### src/pcw_defines.svh
// What this block does
// - A host cycle through a disabled window is never acknowledged.
// - Reset clears the window enable register to 00h; all windows start off.
// - Enable bit 7 is read-write, turns I/O window 1 on; resets 0.
// - Enable bit 6 is read-write, turns I/O window 0 on; resets 0.
// - Enable bit 5 is reserved, read-only, and always reads 0.
// - Enable bits 4..0 are read-write, turn memory windows 4..0 on; reset 0.
// - Control bit 7 adds one ISA wait state to wide window 1 I/O cycles.
// - Control bit 3 adds one ISA wait state to wide window 0 I/O cycles.
// - Control bit 6 cuts narrow window 1 I/O cycles to three ISA cycles.
// - Control bit 2 cuts narrow window 0 I/O cycles to three ISA cycles.
// - Control bit 5 takes window 1 width from the card IOIS16 signal.
// - Control bit 1 takes window 0 width from the card IOIS16 signal.
// - Control bit 4 picks window 1 width: 0 narrow, 1 wide; ignored when auto.
// - Control bit 0 picks window 0 width: 0 narrow, 1 wide; ignored when auto.
// - Each socket has own copies; I/O control at 807h, local 07h and 47h.
// - Window enable at 806h, local 06 and 46; control register resets to 00h.
`ifndef PCW_DEFINES_SVH
`define PCW_DEFINES_SVH

// ****************************************
// Register map
// ****************************************
`define PCW_SOCK_SPACE_WIN_EN 12'h806
`define PCW_SOCK_SPACE_IO_CTL 12'h807
`define PCW_OFS_WIN_EN 6'h06
`define PCW_OFS_IO_CTL 6'h07
`define PCW_SOCK_SEL_BIT 6
`define PCW_RST_VAL 8'h00
`define PCW_WIN_EN_WMASK 8'hDF

// ****************************************
// Field positions
// ****************************************
`define PCW_IO_ON_BASE 6
`define PCW_RSVD_BIT 5
`define PCW_NUM_MEM_WIN 5
`define PCW_IO_CTL_STRIDE 4
`define PCW_FIXED_OFS 0
`define PCW_AUTO_OFS 1
`define PCW_SHORTEN_OFS 2
`define PCW_EXTEND_OFS 3

// ****************************************
// Timing
// ****************************************
`define PCW_CLK_PERIOD_NS 20
`define PCW_ISA_CYCLE_NS 125
`define PCW_ISA_CLKS ((`PCW_ISA_CYCLE_NS + `PCW_CLK_PERIOD_NS - 1) / `PCW_CLK_PERIOD_NS)
`define PCW_STD8_ISA 6
`define PCW_STD16_ISA 3
`define PCW_ZWS8_ISA 3
`define PCW_WS_ISA 1

`endif

### src/pcw_pkg.sv
package pcw_pkg;

  // Per-socket register pair
  typedef struct packed {
    logic [7:0] win_en;
    logic [7:0] io_ctl;
  } pcw_sock_regs_t;

  // Host cycle request after address decode
  typedef struct packed {
    logic       sock;
    logic       is_io;
    logic [2:0] win;
  } pcw_cyc_req_t;

  // Cycle sequencer states
  typedef enum logic [1:0] {
    PCW_IDLE = 2'b01,
    PCW_RUN  = 2'b10
  } pcw_state_e;

endpackage : pcw_pkg

### src/pcw_window_ctrl.sv
`timescale 1ns/100ps
`default_nettype none
`include "pcw_defines.svh"

module pcw_window_ctrl
  import pcw_pkg::*;
#(
  parameter int unsigned ISA_CLKS = `PCW_ISA_CLKS,
  parameter int unsigned CNT_W = 8
) (
  // Clock and reset
  input wire logic clk_i,
  input wire logic sys_rst_i,
  // Register access port, socket-local offset
  input wire logic reg_wr_i,
  input wire logic reg_rd_i,
  input wire logic [6:0] reg_addr_i,
  input wire logic [7:0] reg_wdata_i,
  output logic [7:0] reg_rdata_o,
  output logic reg_rvalid_o,
  output logic reg_hit_o,
  // Host cycle request
  input wire logic cyc_req_i,
  input wire pcw_cyc_req_t cyc_info_i,
  // Card width signal per socket
  input wire logic [1:0] card_iois16_i,
  // Cycle answer
  output logic cyc_ack_o,
  output logic cyc_nak_o,
  output logic cyc_busy_o,
  output logic cyc_wide_o,
  output logic cyc_done_o,
  // Register contents for the window decoders
  output pcw_sock_regs_t [1:0] sock_cfg_o
);

  // ****************************************
  // State
  // ****************************************
  typedef struct packed {
    pcw_sock_regs_t [1:0] regs;
    pcw_state_e state;
    logic [CNT_W-1:0] cnt;
    logic [7:0] rdata;
    logic rvalid;
    logic hit;
    logic ack;
    logic nak;
    logic wide;
    logic done;
  } pcw_core_t;

  localparam logic [CNT_W-1:0] LEN_STD8 = CNT_W'(`PCW_STD8_ISA * ISA_CLKS);
  localparam logic [CNT_W-1:0] LEN_STD16 = CNT_W'(`PCW_STD16_ISA * ISA_CLKS);
  localparam logic [CNT_W-1:0] LEN_ZWS8 = CNT_W'(`PCW_ZWS8_ISA * ISA_CLKS);
  localparam logic [CNT_W-1:0] LEN_WS = CNT_W'(`PCW_WS_ISA * ISA_CLKS);

  pcw_core_t core_q;
  pcw_core_t core_d;

  // ****************************************
  // Helper functions
  // ****************************************

  // Picks one I/O window control field
  function automatic logic io_field(input logic [7:0] ctl, input logic w, input int unsigned ofs);
    int unsigned idx;
    idx = (w ? `PCW_IO_CTL_STRIDE : 0) + ofs;
    return ctl[idx];
  endfunction : io_field

  // Resolved data width of an I/O window
  function automatic logic io_wide(input logic [7:0] ctl, input logic w, input logic iois16);
    logic res;
    if (io_field(ctl, w, `PCW_AUTO_OFS)) begin
      res = iois16;
    end else begin
      res = io_field(ctl, w, `PCW_FIXED_OFS);
    end
    return res;
  endfunction : io_wide

  // Window enable check for one request
  function automatic logic win_on(input logic [7:0] en, input pcw_cyc_req_t rq);
    logic res;
    if (rq.is_io) begin
      res = (rq.win[2:1] == 2'b00) && en[`PCW_IO_ON_BASE + int'(rq.win[0])];
    end else begin
      res = (int'(rq.win) < `PCW_NUM_MEM_WIN) && en[rq.win];
    end
    return res;
  endfunction : win_on

  // Local offset decode shared by reads and writes
  function automatic logic [1:0] reg_sel(input logic [6:0] addr);
    logic [1:0] sel;
    sel[0] = (addr[5:0] == `PCW_OFS_WIN_EN);
    sel[1] = (addr[5:0] == `PCW_OFS_IO_CTL);
    return sel;
  endfunction : reg_sel

  // ****************************************
  // Next-state logic
  // ****************************************
  always_comb begin
    logic sock;
    logic [1:0] sel;
    logic [7:0] en;
    logic [7:0] ctl;
    logic w;
    logic wide;
    logic [CNT_W-1:0] len;
    sock = 1'b0;
    sel = 2'b00;
    en = 8'h00;
    ctl = 8'h00;
    w = 1'b0;
    wide = 1'b0;
    len = '0;
    core_d = core_q;
    core_d.rvalid = 1'b0;
    core_d.ack = 1'b0;
    core_d.nak = 1'b0;
    core_d.done = 1'b0;

    // Register write, one copy per socket
    sock = reg_addr_i[`PCW_SOCK_SEL_BIT];
    sel = reg_sel(reg_addr_i);
    if (reg_wr_i) begin
      if (sel[0]) begin
        core_d.regs[sock].win_en = reg_wdata_i & `PCW_WIN_EN_WMASK;
      end
      if (sel[1]) begin
        core_d.regs[sock].io_ctl = reg_wdata_i;
      end
    end

    // Register read, answered one cycle later
    if (reg_rd_i) begin
      core_d.rvalid = 1'b1;
      core_d.hit = |sel;
      unique case (1'b1)
        sel[0]: core_d.rdata = core_q.regs[sock].win_en & `PCW_WIN_EN_WMASK;
        sel[1]: core_d.rdata = core_q.regs[sock].io_ctl;
        default: core_d.rdata = 8'h00;
      endcase
    end

    // Cycle sequencer
    en = core_q.regs[cyc_info_i.sock].win_en;
    ctl = core_q.regs[cyc_info_i.sock].io_ctl;
    w = cyc_info_i.win[0];
    unique case (core_q.state)
      PCW_IDLE: begin
        if (cyc_req_i) begin
          if (!win_on(en, cyc_info_i)) begin
            core_d.nak = 1'b1;
          end else begin
            if (cyc_info_i.is_io) begin
              wide = io_wide(ctl, w, card_iois16_i[cyc_info_i.sock]);
              if (wide) begin
                len = LEN_STD16;
                if (io_field(ctl, w, `PCW_EXTEND_OFS)) begin
                  len = LEN_STD16 + LEN_WS;
                end
              end else begin
                len = LEN_STD8;
                if (io_field(ctl, w, `PCW_SHORTEN_OFS)) begin
                  len = LEN_ZWS8;
                end
              end
            end else begin
              wide = 1'b1;
              len = LEN_STD16;
            end
            core_d.ack = 1'b1;
            core_d.wide = wide;
            core_d.cnt = len - CNT_W'(1);
            core_d.state = PCW_RUN;
          end
        end
      end
      PCW_RUN: begin
        if (core_q.cnt == '0) begin
          core_d.done = 1'b1;
          core_d.state = PCW_IDLE;
        end else begin
          core_d.cnt = core_q.cnt - CNT_W'(1);
        end
      end
      default: begin
        core_d.state = PCW_IDLE;
      end
    endcase
  end

  // ****************************************
  // State register
  // ****************************************
  always_ff @(posedge clk_i) begin
    if (sys_rst_i) begin
      core_q.regs[0].win_en <= `PCW_RST_VAL;
      core_q.regs[0].io_ctl <= `PCW_RST_VAL;
      core_q.regs[1].win_en <= `PCW_RST_VAL;
      core_q.regs[1].io_ctl <= `PCW_RST_VAL;
      core_q.state <= PCW_IDLE;
      core_q.cnt <= '0;
      core_q.rdata <= 8'h00;
      core_q.rvalid <= 1'b0;
      core_q.hit <= 1'b0;
      core_q.ack <= 1'b0;
      core_q.nak <= 1'b0;
      core_q.wide <= 1'b0;
      core_q.done <= 1'b0;
    end else begin
      core_q <= core_d;
    end
  end

  // ****************************************
  // Outputs
  // ****************************************
  assign reg_rdata_o = core_q.rdata;
  assign reg_rvalid_o = core_q.rvalid;
  assign reg_hit_o = core_q.hit;
  assign cyc_ack_o = core_q.ack;
  assign cyc_nak_o = core_q.nak;
  assign cyc_busy_o = (core_q.state == PCW_RUN);
  assign cyc_wide_o = core_q.wide;
  assign cyc_done_o = core_q.done;
  assign sock_cfg_o = core_q.regs;

endmodule : pcw_window_ctrl
`default_nettype wire

### config.mk
export PLATFORM = sky130hd
export DESIGN_NAME = pcw_window_ctrl
export DESIGN_NICKNAME = d
export VERILOG_FILES = /design/src/pcw_pkg.sv /design/src/pcw_window_ctrl.sv
export VERILOG_INCLUDE_DIRS = /design/src
export SDC_FILE = /design/constraint.sdc
export NUM_CORES = 1
export LEC_CHECK = 0
export ABC_AREA = 1
export BUFFER_PORTS_ARGS = -buffer_cell sky130_fd_sc_hd__buf_4
export CELL_PAD_IN_SITES_DETAIL_PLACEMENT = 0
export CELL_PAD_IN_SITES_GLOBAL_PLACEMENT = 1
export CORE_ASPECT_RATIO = 1.1
export CORE_MARGIN = 3
export CORE_UTILIZATION = 40
export DETAILED_ROUTE_END_ITERATION = 7
export MAX_ROUTING_LAYER = met4
export PLACE_DENSITY_LB_ADDON = 0.1
export SYNTH_ARGS = -nofsm -noshare
export SYNTH_HDL_FRONTEND = slang
export SYNTH_SLANG_ARGS = --single-unit
### constraint.sdc
create_clock -name clk_i -period 2.7 [get_ports clk_i]
set_input_delay 0.405 -clock clk_i [delete_from_list [all_inputs] [get_ports clk_i]]
set_output_delay 0.405 -clock clk_i [all_outputs]
set_load 0.1 [all_outputs]
==> results of run 1 <==
## area by class of cell
| class | count | area, um2 | area share |
|---|---|---|---|
| clock buffer | 5 | 68.8 | 0.0204 |
| clock inverter | 3 | 25.0 | 0.00743 |
| inverter | 48 | 183 | 0.0543 |
| multi-input combinational | 262 | 1340 | 0.398 |
| sequential | 54 | 1080 | 0.321 |
| tap | 85 | 106 | 0.0316 |
| timing repair buffer | 75 | 563 | 0.167 |
## worst max-delay path by stage
stage | start | end | slack (ps) | cells past startpoint
after CTS | core_q[22] | core_q[20] | 710 | 12
after global routing | core_q[22] | core_q[20] | 480 | 12
final | core_q[22] | core_q[20] | 740 | 12
after global placement | cyc_info_i[4] | core_q[20] | 590 | 14
after floorplan | core_q[22] | core_q[18] | 670 | 11
after detailed placement | cyc_info_i[4] | core_q[20] | 500 | 14
## per-layer routing
metal  up-vias  GRT usage  routed length (um)
met5         -          -                   0
met1      1236      0.265                3790
met4         0     0.0616                 183
met2        80      0.294                3490
met3        12     0.0341                 447
li1       1390          -                   -
## where the power goes
part           switching (mW)  internal [mW]  total, mW
clock network           0.294          0.188      0.482
registers             0.00582          0.804      0.810
logic                   0.149         0.0667      0.215
## worst max-delay path, delay by kind of cell (launching register included)
kind	cells	cell delay, ps
fa+ha+maj	1	270
flops	1	320
buf+inv	1	40
simple gates	10	1250
## cell usage in the layout (no fill, tap or decap), types with 2 or more instances in the layout
master    count
nand2_4       3
o221ai_1      7
nor2_1       14
o21ai_1       5
nand3b_1      3
nand2_1      85
dfxtp_1      54
nor4_1        2
nor2_2        2
conb_1        2
buf_4        75
o211ai_1      8
nand2_2       3
inv_1        44
o21ai_0      28
or2_2         2
nand4_1       3
nor3_1        7
inv_2         2
a21oi_1      45
nand3_1      31
clkbuf_8      5
## logic make-up after synthesis
kind of cell | after synthesis | share of synthesized area
AO/OA/AOI/OAI | 97 | 0.182
buffers and inverters | 105 | 0.191
AND/OR/NAND/NOR | 161 | 0.257
other | 1 | 0.00126
XOR/XNOR | 1 | 0.00293
adder cells (fa/ha/maj) | 1 | 0.00419
flip-flops | 54 | 0.362
## flip-flops by register name, summed over array words and instances (netlist names)
name / cells
cyc_done_o: 1
cyc_nak_o: 1
reg_rdata_o: 8
core_q: 10
reg_hit_o: 1
cyc_wide_o: 1
reg_rvalid_o: 1
sock_cfg_o: 30
cyc_ack_o: 1
==> metrics.txt, run 1 <==
peak supply drop=0.000179 V; CTS clk-pin slew, worst paths=110 ps; final setup margin=743 ps; All-Layer GR Usage=0.195; Crit path required time=2920 ps; Worst R2R Setup Slack=740 ps; status=complete, no violations; hold path cells=3; CP Class=reg -> reg; clock skew=13.9 ps; Core ar.=0.00713 mm2; hold slack final=333 ps; Post-Place Cells=524; slowest CP cell=dfxtp_1; Hold-fix buffers, CTS=0; CTS Root Cell=clkbuf_8; min cycle time layout=1960 ps; die area=0.00854 mm2; Nets=474; Final Hold Vio Count=0; Largest stage delay, worst path=320 ps; Synth area leader=dfxtp_1; pre-CTS setup slack=502 ps; worst skew pair latency=320 ps; syn_area_per_cell=7.11 um2; number of fill cells in the layout=791; Hold Crit Class=in -> reg; max cap viols=0; min-delay src=cyc_req_i; Yosys Warn Count=0; clock buffer depth=2; share of layout cells above drive strength 1=0.230; Post-Syn Instances=420; largest net degree at the start of global routing=25; Pwr Total=1.51 mW; row count=32; Peak Freq=511 MHz; Worst Tran Pin Value=581 ps; Vert. Die Dim=96.6 um; startpoint types=flip-flop; drc violations=0; P&R area growth vs syn=12.7%; top_reg_cell synth=dfxtp_1; final worst-path cycle share=0.725; Buffers on Ports=71; non-filler cells in the finished layout=532; final wirelength=7920 um; post-synth top area share=0.362; Synth cell types=39; DR pass1 iterations=4; worst path cell trace=inv_1, nand2_1, nand2_1, nor2_2, nand3_4, nand3_2, ha_1, nand3_1, nor2_1, nand3_1, nor2_1, nor2_1; reg-to-reg startpoint=core_q[22]; total congestion overflow=0; Cell Area, Synth=0.00299 mm2; DR vias=2,718; Synth top cells by count=nand2_1, dfxtp_1, a21oi_1; post-synthesis sequential area ratio=0.362; setup_tns=0 ps; diodes inserted=0; dpl hpwl=6080 um; R2R Path End=core_q[20]; share of synthesized registers carrying an async set or reset=0; CTS tree=done; Post-synth EDFFs=0; element type at the critical path end=flip-flop; initial antenna violation count=0; Area after DPL=0.00327 mm2; vias per cell=5.11; first-pass GRT wire length=12,800 um; io pins=74; leakage power=1.45 nW; vias in the first global route=2,595; post-cts gate resize count=0; crit-path most repeated cell=nor2_1; Horiz. Die Dim=88.4 um; htree depth=2; post-route cell area=0.00337 mm2; drt first-iter violations=137; post-synthesis register bit count=54; DR WL/cell=14.9 um; hold worst-path end=cyc_nak_o; cell area power density=448 mW/mm2; cells taking the most area after synthesis=dfxtp_1, nand2_1, buf_4; routability cong.=0.880; Max Slew Vio Count=0; Initial Util=0.419; top-count cell post-synth=nand2_1; CP arrival=2170 ps; Inserted Clock Buffers=5; crit path max fanout=9; cells on worst reg2reg path=12; unrepaired setup endpoints after global routing=false; Slew headroom=0.612; Routed Antenna Nets=0; Final Util=0.472; Post-CTS Setup Inserts=0; final setup violation count=0; Clock Sinks=54
(Power assumes the default switching activity.)
==> run 2, diff against run 1 <==
--- a/config.mk
+++ b/config.mk
@@ -12,7 +12,7 @@
 export CELL_PAD_IN_SITES_GLOBAL_PLACEMENT = 1
 export CORE_ASPECT_RATIO = 1.1
 export CORE_MARGIN = 3
-export CORE_UTILIZATION = 40
+export CORE_UTILIZATION = 34
 export DETAILED_ROUTE_END_ITERATION = 7
 export MAX_ROUTING_LAYER = met4
 export PLACE_DENSITY_LB_ADDON = 0.1
==> constraint.sdc (replaced) <==
create_clock -name clk_i -period 1.7 [get_ports clk_i]
set_input_delay 0.255 -clock clk_i [delete_from_list [all_inputs] [get_ports clk_i]]
set_output_delay 0.255 -clock clk_i [all_outputs]
set_load 0.1 [all_outputs]
==> metrics.txt, run 2 (synthesis gave the netlist of run 1 again) <==
non-filler cells in the finished layout=597 (was 532); switching part of the total=0.283 (was 0.298); power share of the clock group=0.345 (was 0.320); hold slack final=178 ps (was 333 ps); Clock Sinks=54 (unchanged); first-pass GRT wire length=14,000 um (was 12,800 um); Flop pwr share=0.493 (was 0.537); clock skew=8.61 ps (was 13.9 ps); vias in the first global route=2,713 (was 2,595); routability cong.=0.865 (was 0.880); crit path max fanout=3 (was 9); max reg flops=30 (unchanged); status=complete, no violations (unchanged); CTS clk-pin slew, worst paths=110 ps (about the same); switching pwr=0.739 mW (was 0.449 mW); cell area power density=672 mW/mm2 (was 448 mW/mm2); pre-CTS setup slack=-240 ps (was 502 ps); row count=35 (was 32); setup_tns=0 ps (unchanged); most common cell after layout, fill and taps aside=buf_4 (was nand2_1); final setup violation count=0 (unchanged); Max Slew Vio Count=0 (unchanged); dpl hpwl=6890 um (was 6080 um); P&R area growth vs syn=30.1% (was 12.7%); worst path cell trace=inv_2, nand2_2, nand3_1, nand2_1, nor2_2, nand3_4, inv_4, a21oi_4, ha_4, buf_4, xnor2_2, nand2_1, a21oi_1 (was inv_1, nand2_1, nand2_1, nor2_2, nand3_4, nand3_2, ha_1, nand3_1, nor2_1, nand3_1, nor2_1, nor2_1); most frequent cells in the layout=buf_4, nand2_1, dfxtp_1 (was nand2_1, buf_4, dfxtp_1); Logic pwr share=0.162 (was 0.143); Post-Place Cells=586 (was 524); Worst R2R Setup Slack=20 ps (was 740 ps); Peak Freq=596 MHz (was 511 MHz); Routed Antenna Nets=0 (unchanged); io pins=74 (unchanged); P_int=1.87 mW (was 1.06 mW); min cycle time layout=1680 ps (was 1960 ps); diodes inserted=0 (unchanged); slowest CP cell=dfxtp_2 (was dfxtp_1); Largest stage delay, worst path=340 ps (was 320 ps); share of layout cells above drive strength 1=0.377 (was 0.230); Core ar.=0.00845 mm2 (was 0.00713 mm2); total congestion overflow=0 (unchanged); leakage power=1.69 nW (was 1.45 nW); drt first-iter violations=111 (was 137); die area=0.00995 mm2 (was 0.00854 mm2); final wirelength=9070 um (was 7920 um); element type at the critical path end=flip-flop (unchanged); worst skew pair latency=310 ps (was 320 ps); CTS Root Cell=clkbuf_8 (unchanged); final worst-path cycle share=0.987 (was 0.725); crit-path most repeated cell=nand2_1 (was nor2_1); startpoint types=flip-flop (unchanged); Hold Crit Class=in -> reg (unchanged); clock buffer depth=2 (unchanged); Final Hold Vio Count=0 (unchanged); vias per cell=4.80 (was 5.11); DR WL/cell=15.2 um (was 14.9 um); largest net degree at the start of global routing=32 (was 25); Initial Util=0.353 (was 0.419); peak supply drop=0.000366 V (was 0.000179 V); initial antenna violation count=0 (unchanged); CTS tree=done (unchanged); Vert. Die Dim=104 um (was 96.6 um); Buffers on Ports=71 (unchanged); Nets=513 (was 474); CP arrival=1930 ps (was 2170 ps); unrepaired setup endpoints after global routing=true (was false); htree depth=2 (unchanged); DR pass1 iterations=4 (unchanged); DR vias=2,864 (was 2,718); max cap viols=0 (unchanged); All-Layer GR Usage=0.186 (was 0.195); Inserted Clock Buffers=5 (unchanged); Horiz. Die Dim=95.4 um (was 88.4 um); drc violations=0 (unchanged); Crit path required time=1950 ps (was 2920 ps); final setup margin=21.7 ps (was 743 ps); CP Class=reg -> reg (unchanged)
==> run 2: changes by cell type in the layout (fill, tap and decap cells not counted), sizes merged <==
cell      before  now
clkinv         2    1
buf           75  114
bufinv         0    1
clkinvlp       1    3
inv           48   46
==> run 2: metal layers <==
layer / vias up / routed length [um] / track usage
li1: 1470 / - / -
met1: 1313 / 4050 / 0.245
met2: 75 / 4470 / 0.304
met3: 6 / 465 / 0.0253
met4: 0 / 87 / 0.0340
met5: - / 0 / -
==> run 2: what timing repair did <==
item / 4_1_cts / 5_1_grt
hold endpoints to repair: 0 / 0
gates cloned: 0 / 0
hold buffers: 0 / 0
pin swaps: 1 / 16
resized for setup: 5 / 38
setup endpoints to repair: 6 / 8
buffers inserted: 0 / 3
==> run 2: stage by stage <==
stage           util  area, um2  power [mW]
2_1_floorplan      -       3010        1.56
3_3_place_gp   0.427       3610        1.70
3_5_place_dp   0.427       3610        1.70
4_1_cts        0.444       3750        2.60
5_1_grt        0.460       3890        2.71
6_report       0.460       3890        2.61
==> run 2: path summary, 6_finish.rpt <==
path / start / endpoint / depth (start not counted)
setup / recovery: sock_cfg_o[6] / core_q[16] / 13
hold / removal: cyc_req_i / cyc_nak_o / 3
setup reg to reg: sock_cfg_o[6] / core_q[16] / 13
hold reg to reg: reg_rdata_o[4] / reg_rdata_o[4] / 2
==> run 2: critical path: cells and delay by family (launching register included) <==
family | cells | cell delay, ps
flip-flops | 1 | 340
AND/OR/NAND/NOR | 6 | 500
buffers and inverters | 3 | 300
adder cells (fa/ha/maj) | 1 | 180
XOR/XNOR | 1 | 120
AO/OA/AOI/OAI | 2 | 150
==> run 2: power by group through the flow <==
stage / combinational [mW] / clock (mW) / sequential, mW
floorplan: 0.219 / 0 / 1.34
global placement: 0.384 / 0 / 1.32
detailed placement: 0.384 / 0 / 1.32
CTS: 0.393 / 0.923 / 1.29
global route: 0.455 / 0.971 / 1.29
finish: 0.422 / 0.901 / 1.29
==> run 2: layout make-up <==
type	count	area, um2
Tap cell	111	139
Clock buffer	5	68.8
Timing Repair Buffer	114	872
Inverter	48	189
Clock inverter	3	45.0
Multi-Input combinational cell	262	1480
Fill cell	888	4570
Sequential cell	54	1090
==> run 3, diff against run 2 <==
--- a/config.mk
+++ b/config.mk
@@ -15,7 +15,7 @@
 export CORE_UTILIZATION = 34
 export DETAILED_ROUTE_END_ITERATION = 7
 export MAX_ROUTING_LAYER = met4
-export PLACE_DENSITY_LB_ADDON = 0.1
+export PLACE_DENSITY_LB_ADDON = 0.25
 export SYNTH_ARGS = -nofsm -noshare
 export SYNTH_HDL_FRONTEND = slang
 export SYNTH_SLANG_ARGS = --single-unit
==> metrics.txt, run 3 (synthesis gave the netlist of run 1 again) <==
leakage power=1.73 nW (was 1.69 nW); worst path cell trace=inv_2, nand2_2, nand3_2, nand3_4, nand2_2, nand2_4, nand3_4, ha_4, buf_4, xnor2_2, nand2_1, a21oi_1 (was inv_2, nand2_2, nand3_1, nand2_1, nor2_2, nand3_4, inv_4, a21oi_4, ha_4, buf_4, xnor2_2, nand2_1, a21oi_1); Core ar.=0.00845 mm2 (unchanged); All-Layer GR Usage=0.188 (was 0.186); startpoint types=flip-flop (unchanged); GRT met1 Usage=0.261 (was 0.245); first-pass GRT wire length=14,100 um (was 14,000 um); Vert. Die Dim=104 um (unchanged); final setup violation count=0 (unchanged); Routed Antenna Nets=0 (unchanged); htree depth=2 (unchanged); hold slack final=197 ps (was 178 ps); dpl hpwl=6950 um (was 6890 um); total congestion overflow=0 (unchanged); Clock Sinks=54 (unchanged); vias in the first global route=2,630 (was 2,713); most frequent cells in the layout=buf_4, nand2_1, dfxtp_1 (unchanged); DR vias=2,888 (was 2,864); Final Util=0.465 (was 0.460); final worst-path cycle share=0.967 (was 0.987); met2 usage=0.296 (was 0.304); worst skew pair latency=310 ps (about the same); io pins=74 (unchanged); Nets=521 (was 513); crit path max fanout=3 (unchanged); unrepaired setup endpoints after global routing=true (unchanged); Initial Util=0.353 (unchanged); clock buffer depth=2 (unchanged); CP Class=reg -> reg (unchanged); peak supply drop=0.000284 V (was 0.000366 V); Buffers on Ports=71 (unchanged); Max Slew Vio Count=0 (unchanged); vias per cell=4.78 (was 4.80); Horiz. Die Dim=95.4 um (unchanged); drt first-iter violations=121 (was 111); element type at the critical path end=flip-flop (unchanged); initial antenna violation count=0 (unchanged); Largest stage delay, worst path=370 ps (was 340 ps); share of layout cells above drive strength 1=0.383 (was 0.377); drc violations=0 (unchanged); P&R area growth vs syn=31.5% (was 30.1%); non-filler cells in the finished layout=604 (was 597); Final Hold Vio Count=0 (unchanged); status=complete, no violations (unchanged); Pwr Total=2.44 mW (was 2.61 mW); grt met3 use=0.0253 (unchanged); post-route cell area=0.00393 mm2 (was 0.00389 mm2); routability cong.=0.872 (was 0.865); diodes inserted=0 (unchanged); Hold Crit Class=in -> reg (unchanged); final wirelength=9110 um (was 9070 um); clock skew=6.36 ps (was 8.61 ps); die area=0.00995 mm2 (unchanged); Crit path required time=1950 ps (about the same); pre-CTS setup slack=-187 ps (was -240 ps); final setup margin=56.7 ps (was 21.7 ps); DR WL/cell=15.1 um (was 15.2 um); CTS clk-pin slew, worst paths=100 ps (was 110 ps); CTS Root Cell=clkbuf_8 (unchanged); max reg flops=30 (unchanged); Area after DPL=0.00366 mm2 (was 0.00361 mm2); Buf/Inv on CP=2 (was 3); slowest CP cell=dfxtp_2 (unchanged); min cycle time layout=1640 ps (was 1680 ps); most common cell after layout, fill and taps aside=buf_4 (unchanged); largest net degree at the start of global routing=38 (was 32); Worst path top cell family by delay=simple AND/OR/NAND/NOR gates (unchanged); Inserted Clock Buffers=5 (unchanged); cell area power density=622 mW/mm2 (was 672 mW/mm2); Peak Freq=609 MHz (was 596 MHz); Post-Place Cells=592 (was 586); CP arrival=1890 ps (was 1930 ps); row count=35 (unchanged); DR pass1 iterations=4 (unchanged); max cap viols=0 (unchanged); Top Usage Layer GRT=met2 (unchanged); setup_tns=0 ps (unchanged); Hold-fix buffers, CTS=0 (unchanged); CTS tree=done (unchanged)
==> run 3: changes by cell type in the layout (fill, tap and decap cells not counted), sizes merged <==
cell    previous run  this run
bufinv             1         0
buf              114       122
==> run 3: tightest hold or removal path, stage by stage <==
cell and delay (ps):
buf_4 110, inv_1 60, nor4_1 50
==> run 3: repair_timing <==
item | 4_1_cts | 5_1_grt
setup buffers | 0 | 5
endpoints found under the setup margin | 6 | 7
gates resized for setup | 6 | 39
endpoints found under the hold margin | 0 | 0
pin swaps | 2 | 16
==> run 3: path summary, 6_finish.rpt <==
| path | depth (start not counted) | from | end | slack [ps] |
|---|---|---|---|---|
| min reg2reg | 2 | reg_rdata_o[1] | reg_rdata_o[1] | 470 |
| max reg2reg | 12 | sock_cfg_o[17] | core_q[16] | 60 |
| min | 3 | cyc_req_i | cyc_nak_o | 200 |
| max | 12 | sock_cfg_o[17] | core_q[16] | 60 |
==> run 3: layer usage <==
metal / up-vias / wire, um
li1: 1485 / -
met4: 0 / 48
met5: - / 0
met2: 60 / 4360
met3: 5 / 396
met1: 1338 / 4300
==> run 3: area by class of cell <==
class	instances	area, um2
Clock buffer	5	68.8
Clock inverter	2	15.0
Fill cell	879	4520
Inverter	48	189
Multi-Input combinational cell	262	1490
Sequential cell	54	1090
Tap cell	111	139
Timing Repair Buffer	122	936
==> run 3: power breakdown <==
part / internal, mW / switching, mW
logic: 0.157 / 0.271
clock network: 0.283 / 0.448
registers: 1.28 / 0.00852
